==> config.mk <==
export PLATFORM = sky130hd
export DESIGN_NAME = rwc_reset_wakeup_control
export DESIGN_NICKNAME = d
export VERILOG_FILES = /design/src/rwc_reset_wakeup_control.v /design/src/rwc_delay_counter.v /design/src/rwc_sync2.v
export VERILOG_INCLUDE_DIRS = /design/src
export SDC_FILE = /design/constraint.sdc
export NUM_CORES = 1
export LEC_CHECK = 0
export BUFFER_PORTS_ARGS = -buffer_cell sky130_fd_sc_hd__buf_2
export CORE_MARGIN = 4
export CORE_UTILIZATION = 59
export CTS_BUF_LIST = sky130_fd_sc_hd__clkbuf_4 sky130_fd_sc_hd__clkbuf_8
export CTS_CLUSTER_SIZE = 40
export DETAILED_ROUTE_END_ITERATION = 8
export PLACE_DENSITY_LB_ADDON = 0.12
export SLEW_MARGIN = 15
export SYNTH_ARGS = -nofsm -noshare
export SYNTH_HDL_FRONTEND = slang
export SYNTH_SLANG_ARGS = --single-unit
==> constraint.sdc <==
create_clock -name clk -period 4.17 [get_ports clk]
set_clock_uncertainty 0.1 [all_clocks]
set_input_delay 0.417 -clock clk [delete_from_list [all_inputs] [get_ports clk]]
set_output_delay 0.417 -clock clk [all_outputs]
set_load 0.02 [all_outputs]
==> src/rwc_map.vh <==
`ifndef RWC_MAP_VH
`define RWC_MAP_VH
// widths and reset values
`define RWC_PC_W 11
`define RWC_PC_RESET 11'h000
`define RWC_ZERO8 8'h00
`define RWC_ONES8 8'hFF
`define RWC_STATUS_UPPER_CLR 8'h1F
// status flag positions
`define RWC_FLAG_TIMEOUT 4
`define RWC_FLAG_PWRDOWN 3
// wake source index positions
`define RWC_SRC_PORT 0
`define RWC_SRC_CMP 1
`define RWC_SRC_ADC 2
`define RWC_SRC_EXT 3
`define RWC_SRC_SPI 4
`define RWC_NSRC 5
// timing, printed units
`define RWC_CLK_MHZ 100
`define RWC_OST_MS 18
`define RWC_WAKE_RC_US 10
`define RWC_WAKE_XTAL_US 800
`endif

==> src/rwc_reset_wakeup_control.v <==
// Operation
// - reset on power-on, pin low, watchdog time-out
// - hold core reset one start-up period
// - oscillator on, program counter zero in reset
// - all port pins inputs during reset
// - clear watchdog count and prescaler on reset
// - power-on clears status upper three bits
// - retained registers keep values across reset
// - control registers load zeros, pull/portB ones
// - sleep enters power-down, clears running watchdog
// - wake delay 10us RC, 800us crystal
// - wake on enabled peripheral events
// - pin or watchdog wake does full reset
// - event wake resumes or branches to vector
// - watchdog enabled blocks event wake-ups
// - spi slave reception wakes when enabled
// - tick counter halts while sleeping
`include "rwc_map.vh"
module rwc_reset_wakeup_control #(
   parameter OST_CYCLES = `RWC_OST_MS * 1000 * 1000 / 10,
   parameter WAKE_RC_CYCLES = `RWC_WAKE_RC_US * `RWC_CLK_MHZ,
   parameter WAKE_XTAL_CYCLES = `RWC_WAKE_XTAL_US * `RWC_CLK_MHZ,
   parameter CW = 24
) (
   input wire clk,
   input wire sys_rst,
   input wire clkEn,
   input wire powerOnPulse,
   input wire extResetN,
   input wire watchdogTick,
   input wire watchdogEnable,
   input wire crystalMode,
   input wire sleepInstr,
   input wire globalIrqOnInstr,
   input wire globalIrqOffInstr,
   input wire watchdogClearInstr,
   input wire [`RWC_NSRC-1:0] wakeEnable,
   input wire [`RWC_NSRC-1:0] wakeEventRaw,
   input wire spiSlaveMode,
   input wire [`RWC_PC_W-1:0] pcNext,
   input wire pcLoad,
   input wire [7:0] statusWrData,
   input wire statusWr,
   input wire [7:0] ctrlWrData,
   input wire [2:0] ctrlWrSel,
   input wire ctrlWr,
   input wire [7:0] retainedWrData,
   input wire [1:0] retainedWrSel,
   input wire retainedWr,
   input wire [15:0] watchdogTimeoutCount,
   output reg coreResetHold,
   output reg oscEnable,
   output reg [`RWC_PC_W-1:0] programCounter,
   output reg portsAsInputs,
   output reg [7:0] statusFlags,
   output reg [7:0] retainedRegOne,
   output reg [7:0] retainedRegTwo,
   output reg [7:0] retainedRegThree,
   output reg [7:0] timerOption,
   output reg [7:0] watchdogCtrl,
   output reg [7:0] portCfgB,
   output reg [7:0] opendrainCtrl,
   output reg [7:0] pullhighCtrl,
   output reg [7:0] irqMaskTwo,
   output reg [7:0] irqMaskOne,
   output reg [15:0] watchdogCount,
   output reg [7:0] watchdogPrescale,
   output reg sleeping,
   output reg tickCounterRun,
   output reg branchToVector,
   output reg [`RWC_NSRC-1:0] vectorSource,
   output reg resumeNext
);
   localparam ST_RESET = 4'b0001;
   localparam ST_RUN = 4'b0010;
   localparam ST_SLEEP = 4'b0100;
   localparam ST_WAKE = 4'b1000;

   reg [3:0] state_reg;
   reg [3:0] state_next;
   reg globalIrq_reg;
   reg irqAtSleep_reg;
   reg wdAtSleep_reg;
   reg [`RWC_NSRC-1:0] wakeSrc_reg;
   reg [`RWC_NSRC-1:0] evPrev_reg;
   reg [`RWC_NSRC-1:0] srcMask;
   reg porPending_reg;
   reg wdtTimeout;
   reg loadDelay;
   reg [CW-1:0] delayValue;
   wire extResetSyncN;
   wire [`RWC_NSRC-1:0] eventSync;
   wire delayBusy;
   wire delayDone;
   wire [`RWC_NSRC-1:0] eventEdge;
   wire [`RWC_NSRC-1:0] wakeHit;
   wire resetRequest;

   rwc_sync2 #(.W(1), .INIT(1'b1)) uSyncReset (
      .clk(clk),
      .sys_rst(sys_rst),
      .clkEn(clkEn),
      .pinIn(extResetN),
      .syncOut(extResetSyncN)
   );

   rwc_sync2 #(.W(`RWC_NSRC), .INIT({`RWC_NSRC{1'b0}})) uSyncEvents (
      .clk(clk),
      .sys_rst(sys_rst),
      .clkEn(clkEn),
      .pinIn(wakeEventRaw),
      .syncOut(eventSync)
   );

   rwc_delay_counter #(.W(CW)) uDelay (
      .clk(clk),
      .sys_rst(sys_rst),
      .clkEn(clkEn),
      .load(loadDelay),
      .loadValue(delayValue),
      .busy(delayBusy),
      .done(delayDone)
   );

   // events are change-type: any toggle of the synchronised level counts
   assign eventEdge = eventSync ^ evPrev_reg;
   // spi wake only as slave; watchdog on at sleep masks every event
   always @* begin
      srcMask = {`RWC_NSRC{1'b1}};
      srcMask[`RWC_SRC_SPI] = spiSlaveMode;
   end
   assign wakeHit = eventEdge & wakeEnable & srcMask & {`RWC_NSRC{~wdAtSleep_reg}};

   always @* begin
      wdtTimeout = watchdogEnable && watchdogTick && (watchdogCount >= watchdogTimeoutCount);
   end

   // pin held low keeps restarting the start-up period
   assign resetRequest = powerOnPulse || !extResetSyncN || wdtTimeout;

   always @* begin
      state_next = state_reg;
      loadDelay = 1'b0;
      delayValue = OST_CYCLES[CW-1:0];
      if (resetRequest) begin
         state_next = ST_RESET;
         loadDelay = 1'b1;
      end else begin
         case (state_reg)
            ST_RESET: begin
               if (delayDone) state_next = ST_RUN;
            end
            ST_RUN: begin
               if (sleepInstr) state_next = ST_SLEEP;
            end
            ST_SLEEP: begin
               if (|wakeHit) begin
                  state_next = ST_WAKE;
                  loadDelay = 1'b1;
                  delayValue = crystalMode ? WAKE_XTAL_CYCLES[CW-1:0] : WAKE_RC_CYCLES[CW-1:0];
               end
            end
            ST_WAKE: begin
               if (delayDone) state_next = ST_RUN;
            end
            default: state_next = ST_RESET;
         endcase
      end
   end

   always @(posedge clk) begin
      if (sys_rst) begin
         state_reg <= ST_RESET;
         porPending_reg <= 1'b1;
         globalIrq_reg <= 1'b0;
         irqAtSleep_reg <= 1'b0;
         wdAtSleep_reg <= 1'b0;
         wakeSrc_reg <= {`RWC_NSRC{1'b0}};
         evPrev_reg <= {`RWC_NSRC{1'b0}};
         coreResetHold <= 1'b1;
         oscEnable <= 1'b1;
         programCounter <= `RWC_PC_RESET;
         portsAsInputs <= 1'b1;
         statusFlags <= `RWC_ZERO8;
         retainedRegOne <= `RWC_ZERO8;
         retainedRegTwo <= `RWC_ZERO8;
         retainedRegThree <= `RWC_ZERO8;
         timerOption <= `RWC_ZERO8;
         watchdogCtrl <= `RWC_ZERO8;
         portCfgB <= `RWC_ONES8;
         opendrainCtrl <= `RWC_ZERO8;
         pullhighCtrl <= `RWC_ONES8;
         irqMaskTwo <= `RWC_ZERO8;
         irqMaskOne <= `RWC_ZERO8;
         watchdogCount <= 16'h0000;
         watchdogPrescale <= `RWC_ZERO8;
         sleeping <= 1'b0;
         tickCounterRun <= 1'b0;
         branchToVector <= 1'b0;
         vectorSource <= {`RWC_NSRC{1'b0}};
         resumeNext <= 1'b0;
      end else if (clkEn) begin
         state_reg <= state_next;
         evPrev_reg <= eventSync;
         branchToVector <= 1'b0;
         resumeNext <= 1'b0;
         sleeping <= (state_next == ST_SLEEP) || (state_next == ST_WAKE);
         tickCounterRun <= (state_next == ST_RUN);
         coreResetHold <= (state_next == ST_RESET);
         oscEnable <= (state_next != ST_SLEEP);
         if (globalIrqOnInstr) globalIrq_reg <= 1'b1;
         else if (globalIrqOffInstr) globalIrq_reg <= 1'b0;

         // watchdog: counts watchdogTick, prescaler only held at zero, cleared by instruction, sleep or reset
         if (resetRequest || state_reg == ST_RESET) begin
            watchdogCount <= 16'h0000;
            watchdogPrescale <= `RWC_ZERO8;
         end else if (watchdogClearInstr || (state_reg == ST_RUN && sleepInstr)) begin
            watchdogCount <= 16'h0000;
            watchdogPrescale <= `RWC_ZERO8;
         end else if (watchdogEnable && watchdogTick) begin
            watchdogCount <= watchdogCount + 16'h0001;
         end

         if (resetRequest) begin
            programCounter <= `RWC_PC_RESET;
            portsAsInputs <= 1'b1;
            timerOption <= `RWC_ZERO8;
            watchdogCtrl <= `RWC_ZERO8;
            opendrainCtrl <= `RWC_ZERO8;
            irqMaskTwo <= `RWC_ZERO8;
            irqMaskOne <= `RWC_ZERO8;
            portCfgB <= `RWC_ONES8;
            pullhighCtrl <= `RWC_ONES8;
            globalIrq_reg <= 1'b0;
            // retained registers deliberately untouched
            if (powerOnPulse || porPending_reg) begin
               statusFlags <= statusFlags & `RWC_STATUS_UPPER_CLR;
               porPending_reg <= 1'b0;
            end
            // record cause of a reset that woke a sleeping core
            if (state_reg == ST_SLEEP || state_reg == ST_WAKE) begin
               statusFlags[`RWC_FLAG_TIMEOUT] <= ~wdtTimeout;
               statusFlags[`RWC_FLAG_PWRDOWN] <= 1'b0;
            end else if (wdtTimeout) begin
               statusFlags[`RWC_FLAG_TIMEOUT] <= 1'b0;
            end
         end else begin
            if (state_reg == ST_RESET && delayDone) portsAsInputs <= 1'b0;
            if (state_reg == ST_RUN && pcLoad) programCounter <= pcNext;
            if (statusWr) statusFlags <= statusWrData;
            if (state_reg == ST_RUN && sleepInstr) begin
               statusFlags[`RWC_FLAG_PWRDOWN] <= 1'b0;
               statusFlags[`RWC_FLAG_TIMEOUT] <= 1'b1;
               irqAtSleep_reg <= globalIrq_reg;
               wdAtSleep_reg <= watchdogEnable;
            end
            if (retainedWr) begin
               if (retainedWrSel == 2'b00) retainedRegOne <= retainedWrData;
               else if (retainedWrSel == 2'b01) retainedRegTwo <= retainedWrData;
               else retainedRegThree <= retainedWrData;
            end
            if (ctrlWr) begin
               if (ctrlWrSel == 3'h0) timerOption <= ctrlWrData;
               else if (ctrlWrSel == 3'h1) watchdogCtrl <= ctrlWrData;
               else if (ctrlWrSel == 3'h2) portCfgB <= ctrlWrData;
               else if (ctrlWrSel == 3'h3) opendrainCtrl <= ctrlWrData;
               else if (ctrlWrSel == 3'h4) pullhighCtrl <= ctrlWrData;
               else if (ctrlWrSel == 3'h5) irqMaskTwo <= ctrlWrData;
               else if (ctrlWrSel == 3'h6) irqMaskOne <= ctrlWrData;
            end
            if (state_reg == ST_SLEEP && |wakeHit) wakeSrc_reg <= wakeHit;
            if (state_reg == ST_WAKE && delayDone) begin
               vectorSource <= wakeSrc_reg;
               branchToVector <= irqAtSleep_reg;
               resumeNext <= ~irqAtSleep_reg;
               wdAtSleep_reg <= 1'b0;
            end
         end
      end
   end
endmodule // rwc_reset_wakeup_control

==> src/rwc_delay_counter.v <==
// loadable down-counter; done is a one-cycle pulse when the count is at one or less, without stepping to zero
module rwc_delay_counter #(
   parameter W = 24
) (
   input wire clk,
   input wire sys_rst,
   input wire clkEn,
   input wire load,
   input wire [W-1:0] loadValue,
   output wire busy,
   output reg done
);
   reg [W-1:0] count_reg;
   reg run_reg;
   assign busy = run_reg;
   always @(posedge clk) begin
      if (sys_rst) begin
         count_reg <= {W{1'b0}};
         run_reg <= 1'b0;
         done <= 1'b0;
      end else if (clkEn) begin
         done <= 1'b0;
         if (load) begin
            count_reg <= loadValue;
            run_reg <= 1'b1;
         end else if (run_reg) begin
            if (count_reg <= {{(W-1){1'b0}}, 1'b1}) begin
               run_reg <= 1'b0;
               done <= 1'b1;
            end else begin
               count_reg <= count_reg - {{(W-1){1'b0}}, 1'b1};
            end
         end
      end
   end
endmodule // rwc_delay_counter

==> src/rwc_sync2.v <==
// two-flop synchroniser for a bus of pin levels
module rwc_sync2 #(
   parameter W = 1,
   parameter [W-1:0] INIT = {W{1'b0}}
) (
   input wire clk,
   input wire sys_rst,
   input wire clkEn,
   input wire [W-1:0] pinIn,
   output reg [W-1:0] syncOut
);
   reg [W-1:0] stage1_reg;
   always @(posedge clk) begin
      if (sys_rst) begin
         stage1_reg <= INIT;
         syncOut <= INIT;
      end else if (clkEn) begin
         stage1_reg <= pinIn;
         syncOut <= stage1_reg;
      end
   end
endmodule // rwc_sync2

==> results summary <==
In this run the deepest clock path goes through 2 buffers. The placed cell area came out at 0.00948 sq mm. The run finished with clean final reports. In the final layout, the share of cells above drive strength 1 is 24.9%. In this run, synthesis inferred 0 flip-flops with an integrated enable. The overall die width came out at 127 um.

The final antenna-violating net count came out at 0. In the global route stage, overall resource usage came out at 27.7%. The overall routed net length is 23.0 mm. The design draws 0.00353 W.

The post-synthesis average cell area is 8.86 sq um. The post-CTS setup repair buffer count came out at 0. The number of standard cells in the layout, taps in and fillers out is 1326. At the pin with the least slew margin, the transition time is 1.09 ns. Along the worst path, the maximum fanout reaches 28.

In this run the most critical hold path is launched from statusWrData[7]. The register cell area after layout came out at 0.00366 sq mm. The register with the most flip-flops in the layout has 24 of them.

In the final layout, the multi-input gates occupy 0.00432 sq mm. The vias per cell is 5.93. The worst hold path belongs to the class in -> reg.

For this configuration, the core starts out at a cell density of 60.2%. The count of final hold-check violations came out at 0. The initial antenna violation count came out at 3. The count of yosys warnings during synthesis is 0. The flip-flop and latch count after synthesis came out at 183. The kind of end point of the critical path is a flop. The detailed placer's ending HPWL is 16.4 mm.

The most frequently used flop master after synthesis is sky130_fd_sc_hd__dfxtp_1. Gates resized during post-CTS repair numbered 0. The hold path depth came out at 2.

The critical path data required time is 4.47 ns. The number of buffers added by the clock tree synthesis step is 17. The final max-slew violation count came out at 0. The via count of the first global-routing pass is 7341. The first-pass iteration count of the detailed router came out at 6.

The area inside the core boundary is 0.0139 sq mm. The total instance count after detailed placement is 1292. The power density over the cells is 357 mW/mm^2. The clock transition at the register clock pins on the worst setup and hold paths after CTS is 0.10 ns. The global-route wire length before repair is 36.5 mm. The maximum operating frequency came out at 0.294 GHz. The count of cells along the worst register-to-register path is 10. The worst relative slew slack came out at 27.3%.

TritonCTS built the clock tree. The total DRC errors in the routed layout is 0. The floorplan has 43 rows.

The level count of the clock H-tree came out at 4. For the final routed database, the setup TNS stands at 0 ns. The endpoint with the worst hold slack is statusFlags[7]. The number of top-level pins came out at 218. The number of buffers added to fix hold violations after cts came out at 0.

Of the synthesized area, sequential elements account for 43.8%. The endpoint identified for the worst register-to-register timing path is irqMaskOne[7]. The data arrival at the endpoint of the critical path is 3.70 ns.

The register-to-register path setup slack came out at 0.77 ns. The clock network latency to the later pin of the worst-skew pair came out at 0.48 ns. CTS placed an instance of sky130_fd_sc_hd__clkbuf_8 at the clock tree root. Counting distinct cell types in the post-synthesis netlist gives 74.

After layout, the worst path uses 81.5% of the clock period. The number of nets in the layout is 1233. The routed wire length per instance is 17.3 um. The final global-route overflow total came out at 0. The area of the mapped netlist came out at 0.00836 sq mm. Setup repair after global routing left no endpoint under its margin.

The number of input and output port buffers inserted is 209. The proportion of register bits with asynchronous set or reset after synthesis is 0%. The number of filler instances in the final layout came out at 1190. Measured along the y axis, the die boundary spans 127 um. The largest net degree at the start of global routing is 85. Setup violations remaining at the end of the flow were counted as 0. CTS saw 183 sinks. The shortest clock period the worst path allows after layout came out at 3.40 ns.

The floorplan step defined a die boundary enclosing 0.0161 sq mm. The worst register-to-register path begins at watchdogCount[0]. The worst setup path is of the reg -> reg kind. The largest vdd supply drop came out at 347 uV.

The congestion estimate from routability-driven global placement came to 0.919. The routed layout has 7869 vias. Final hold analysis gives a worst-case slack of 0.0449 ns. The tool flagged a number of max-cap violations equal to 0.

The relative area change from synthesis to final layout came out at 18.6%. The leakage power came out at 4.27 nW. The area of all placed cells without fillers is 0.00991 sq mm. The gate count after technology mapping is 943. The number of design-rule violations left by the first detailed-router iteration is 764. The type of origin of the critical path is a flop.
synthesized netlist by cell type, types with 3 or more instances:
| master | number | share of area, % |
|---|---|---|
| sky130_fd_sc_hd__or4_1 | 11 | 0.99 |
| sky130_fd_sc_hd__nand2_1 | 52 | 2.3 |
| sky130_fd_sc_hd__nor2b_1 | 9 | 0.67 |
| sky130_fd_sc_hd__nand3_1 | 34 | 2.0 |
| sky130_fd_sc_hd__inv_1 | 27 | 1.2 |
| sky130_fd_sc_hd__o21ai_0 | 25 | 1.5 |
| sky130_fd_sc_hd__o21a_1 | 4 | 0.36 |
| sky130_fd_sc_hd__and3_1 | 7 | 0.52 |
| sky130_fd_sc_hd__nor4_1 | 10 | 0.75 |
| sky130_fd_sc_hd__dfxtp_1 | 183 | 44 |
| sky130_fd_sc_hd__nor2_1 | 158 | 7.1 |
| sky130_fd_sc_hd__o32ai_1 | 3 | 0.31 |
| sky130_fd_sc_hd__nand3b_1 | 6 | 0.54 |
| sky130_fd_sc_hd__a2111oi_0 | 4 | 0.42 |
| sky130_fd_sc_hd__a32oi_1 | 43 | 4.5 |
| sky130_fd_sc_hd__xnor2_1 | 6 | 0.63 |
| sky130_fd_sc_hd__buf_1 | 6 | 0.27 |
| sky130_fd_sc_hd__nand2b_1 | 8 | 0.60 |
| sky130_fd_sc_hd__nand4_1 | 12 | 0.90 |
| sky130_fd_sc_hd__xor2_1 | 10 | 1.0 |
| sky130_fd_sc_hd__ha_1 | 19 | 2.8 |
| sky130_fd_sc_hd__buf_2 | 13 | 0.78 |
| sky130_fd_sc_hd__mux2i_1 | 54 | 6.5 |
| sky130_fd_sc_hd__a211oi_1 | 4 | 0.36 |
| sky130_fd_sc_hd__a221oi_1 | 6 | 0.63 |
| sky130_fd_sc_hd__or3_1 | 3 | 0.22 |
| sky130_fd_sc_hd__a21oi_1 | 46 | 2.8 |
| sky130_fd_sc_hd__o31ai_1 | 3 | 0.27 |
| sky130_fd_sc_hd__and4_1 | 5 | 0.52 |
| sky130_fd_sc_hd__a21o_1 | 8 | 0.72 |
| sky130_fd_sc_hd__nor3_1 | 35 | 2.1 |
| sky130_fd_sc_hd__clkbuf_1 | 30 | 1.3 |
| sky130_fd_sc_hd__a22o_1 | 3 | 0.31 |
| sky130_fd_sc_hd__and2_1 | 6 | 0.45 |
| sky130_fd_sc_hd__buf_4 | 12 | 1.1 |
| sky130_fd_sc_hd__nor3b_1 | 5 | 0.45 |
| sky130_fd_sc_hd__a31oi_1 | 25 | 1.9 |
per-stage QoR:
stage | utilization, % | setup slack, ns
6_report | 71.4 | 0.770
5_1_grt | 71.4 | 0.448
4_1_cts | 71.4 | 0.769
3_5_place_dp | 68.3 | 0.687
3_3_place_gp | 68.3 | 0.754
2_1_floorplan | - | 1.31
area by class of cell:
class,instances,share of cell area (%)
well taps,180,2.27
clock buffers,18,2.50
clock inverters,14,1.83
repair buffers,225,11.8
diodes,2,0.0505
flip-flops and latches,183,37.0
inverters,27,1.02
multi-input cells,677,43.6
worst max-delay path, stage by stage (launching register included):
cell,delay (ns)
sky130_fd_sc_hd__dfxtp_1,0.39
sky130_fd_sc_hd__inv_1,0.09
sky130_fd_sc_hd__ha_1,0.26
sky130_fd_sc_hd__nand2b_1,0.13
sky130_fd_sc_hd__a2111oi_0,0.50
sky130_fd_sc_hd__or4_4,0.24
sky130_fd_sc_hd__a41oi_4,0.15
sky130_fd_sc_hd__buf_4,0.27
sky130_fd_sc_hd__nor2_2,0.83
sky130_fd_sc_hd__nand3_1,0.17
sky130_fd_sc_hd__a21oi_1,0.21
power breakdown:
part           internal (W)  total (W)  switching (W)
Combinational      0.000149   0.000426       0.000277
Clock              0.000576    0.00128       0.000705
Sequential          0.00179    0.00183      0.0000363
cells in the final DEF (no fill, tap or decap), types with 27 or more instances in the layout:
cell type                 instances
sky130_fd_sc_hd__buf_2          208
sky130_fd_sc_hd__dfxtp_1        183
sky130_fd_sc_hd__nor2_1         158
sky130_fd_sc_hd__mux2i_1         54
sky130_fd_sc_hd__nand2_1         52
sky130_fd_sc_hd__a21oi_1         46
sky130_fd_sc_hd__a32oi_1         43
sky130_fd_sc_hd__nor3_1          35
sky130_fd_sc_hd__nand3_1         34
sky130_fd_sc_hd__inv_1           27
kinds of logic after synthesis:
group / after synthesis / share of synthesized area [%]
compound gates: 202 / 17.9
xor+xnor: 16 / 1.68
fa+ha+maj: 19 / 2.85
buf+inv: 90 / 4.88
flops: 183 / 43.8
mux: 54 / 6.47
other cells: 1 / 0.0449
simple gates: 378 / 22.3
how the worst max path moves through the flow:
stage	from	end	slack (ns)
finish	watchdogCount[0]	irqMaskOne[7]	0.77
global route	watchdogCount[11]	irqMaskOne[2]	0.45
CTS	watchdogCount[0]	irqMaskOne[7]	0.77
detailed placement	watchdogTimeoutCount[11]	irqMaskOne[7]	0.69
global placement	watchdogTimeoutCount[0]	uDelay.count_reg[20]	0.75
floorplan	watchdogTimeoutCount[13]	opendrainCtrl[7]	1.31
layer usage:
metal	up-vias	global-route usage, %	routed length (um)
met5	-	0	13
met1	3681	36.3	9730
met2	339	43.6	10600
met3	50	7.65	2010
li1	3797	-	-
met4	2	11.2	625
Note: power is estimated with default switching activity, not from simulation.
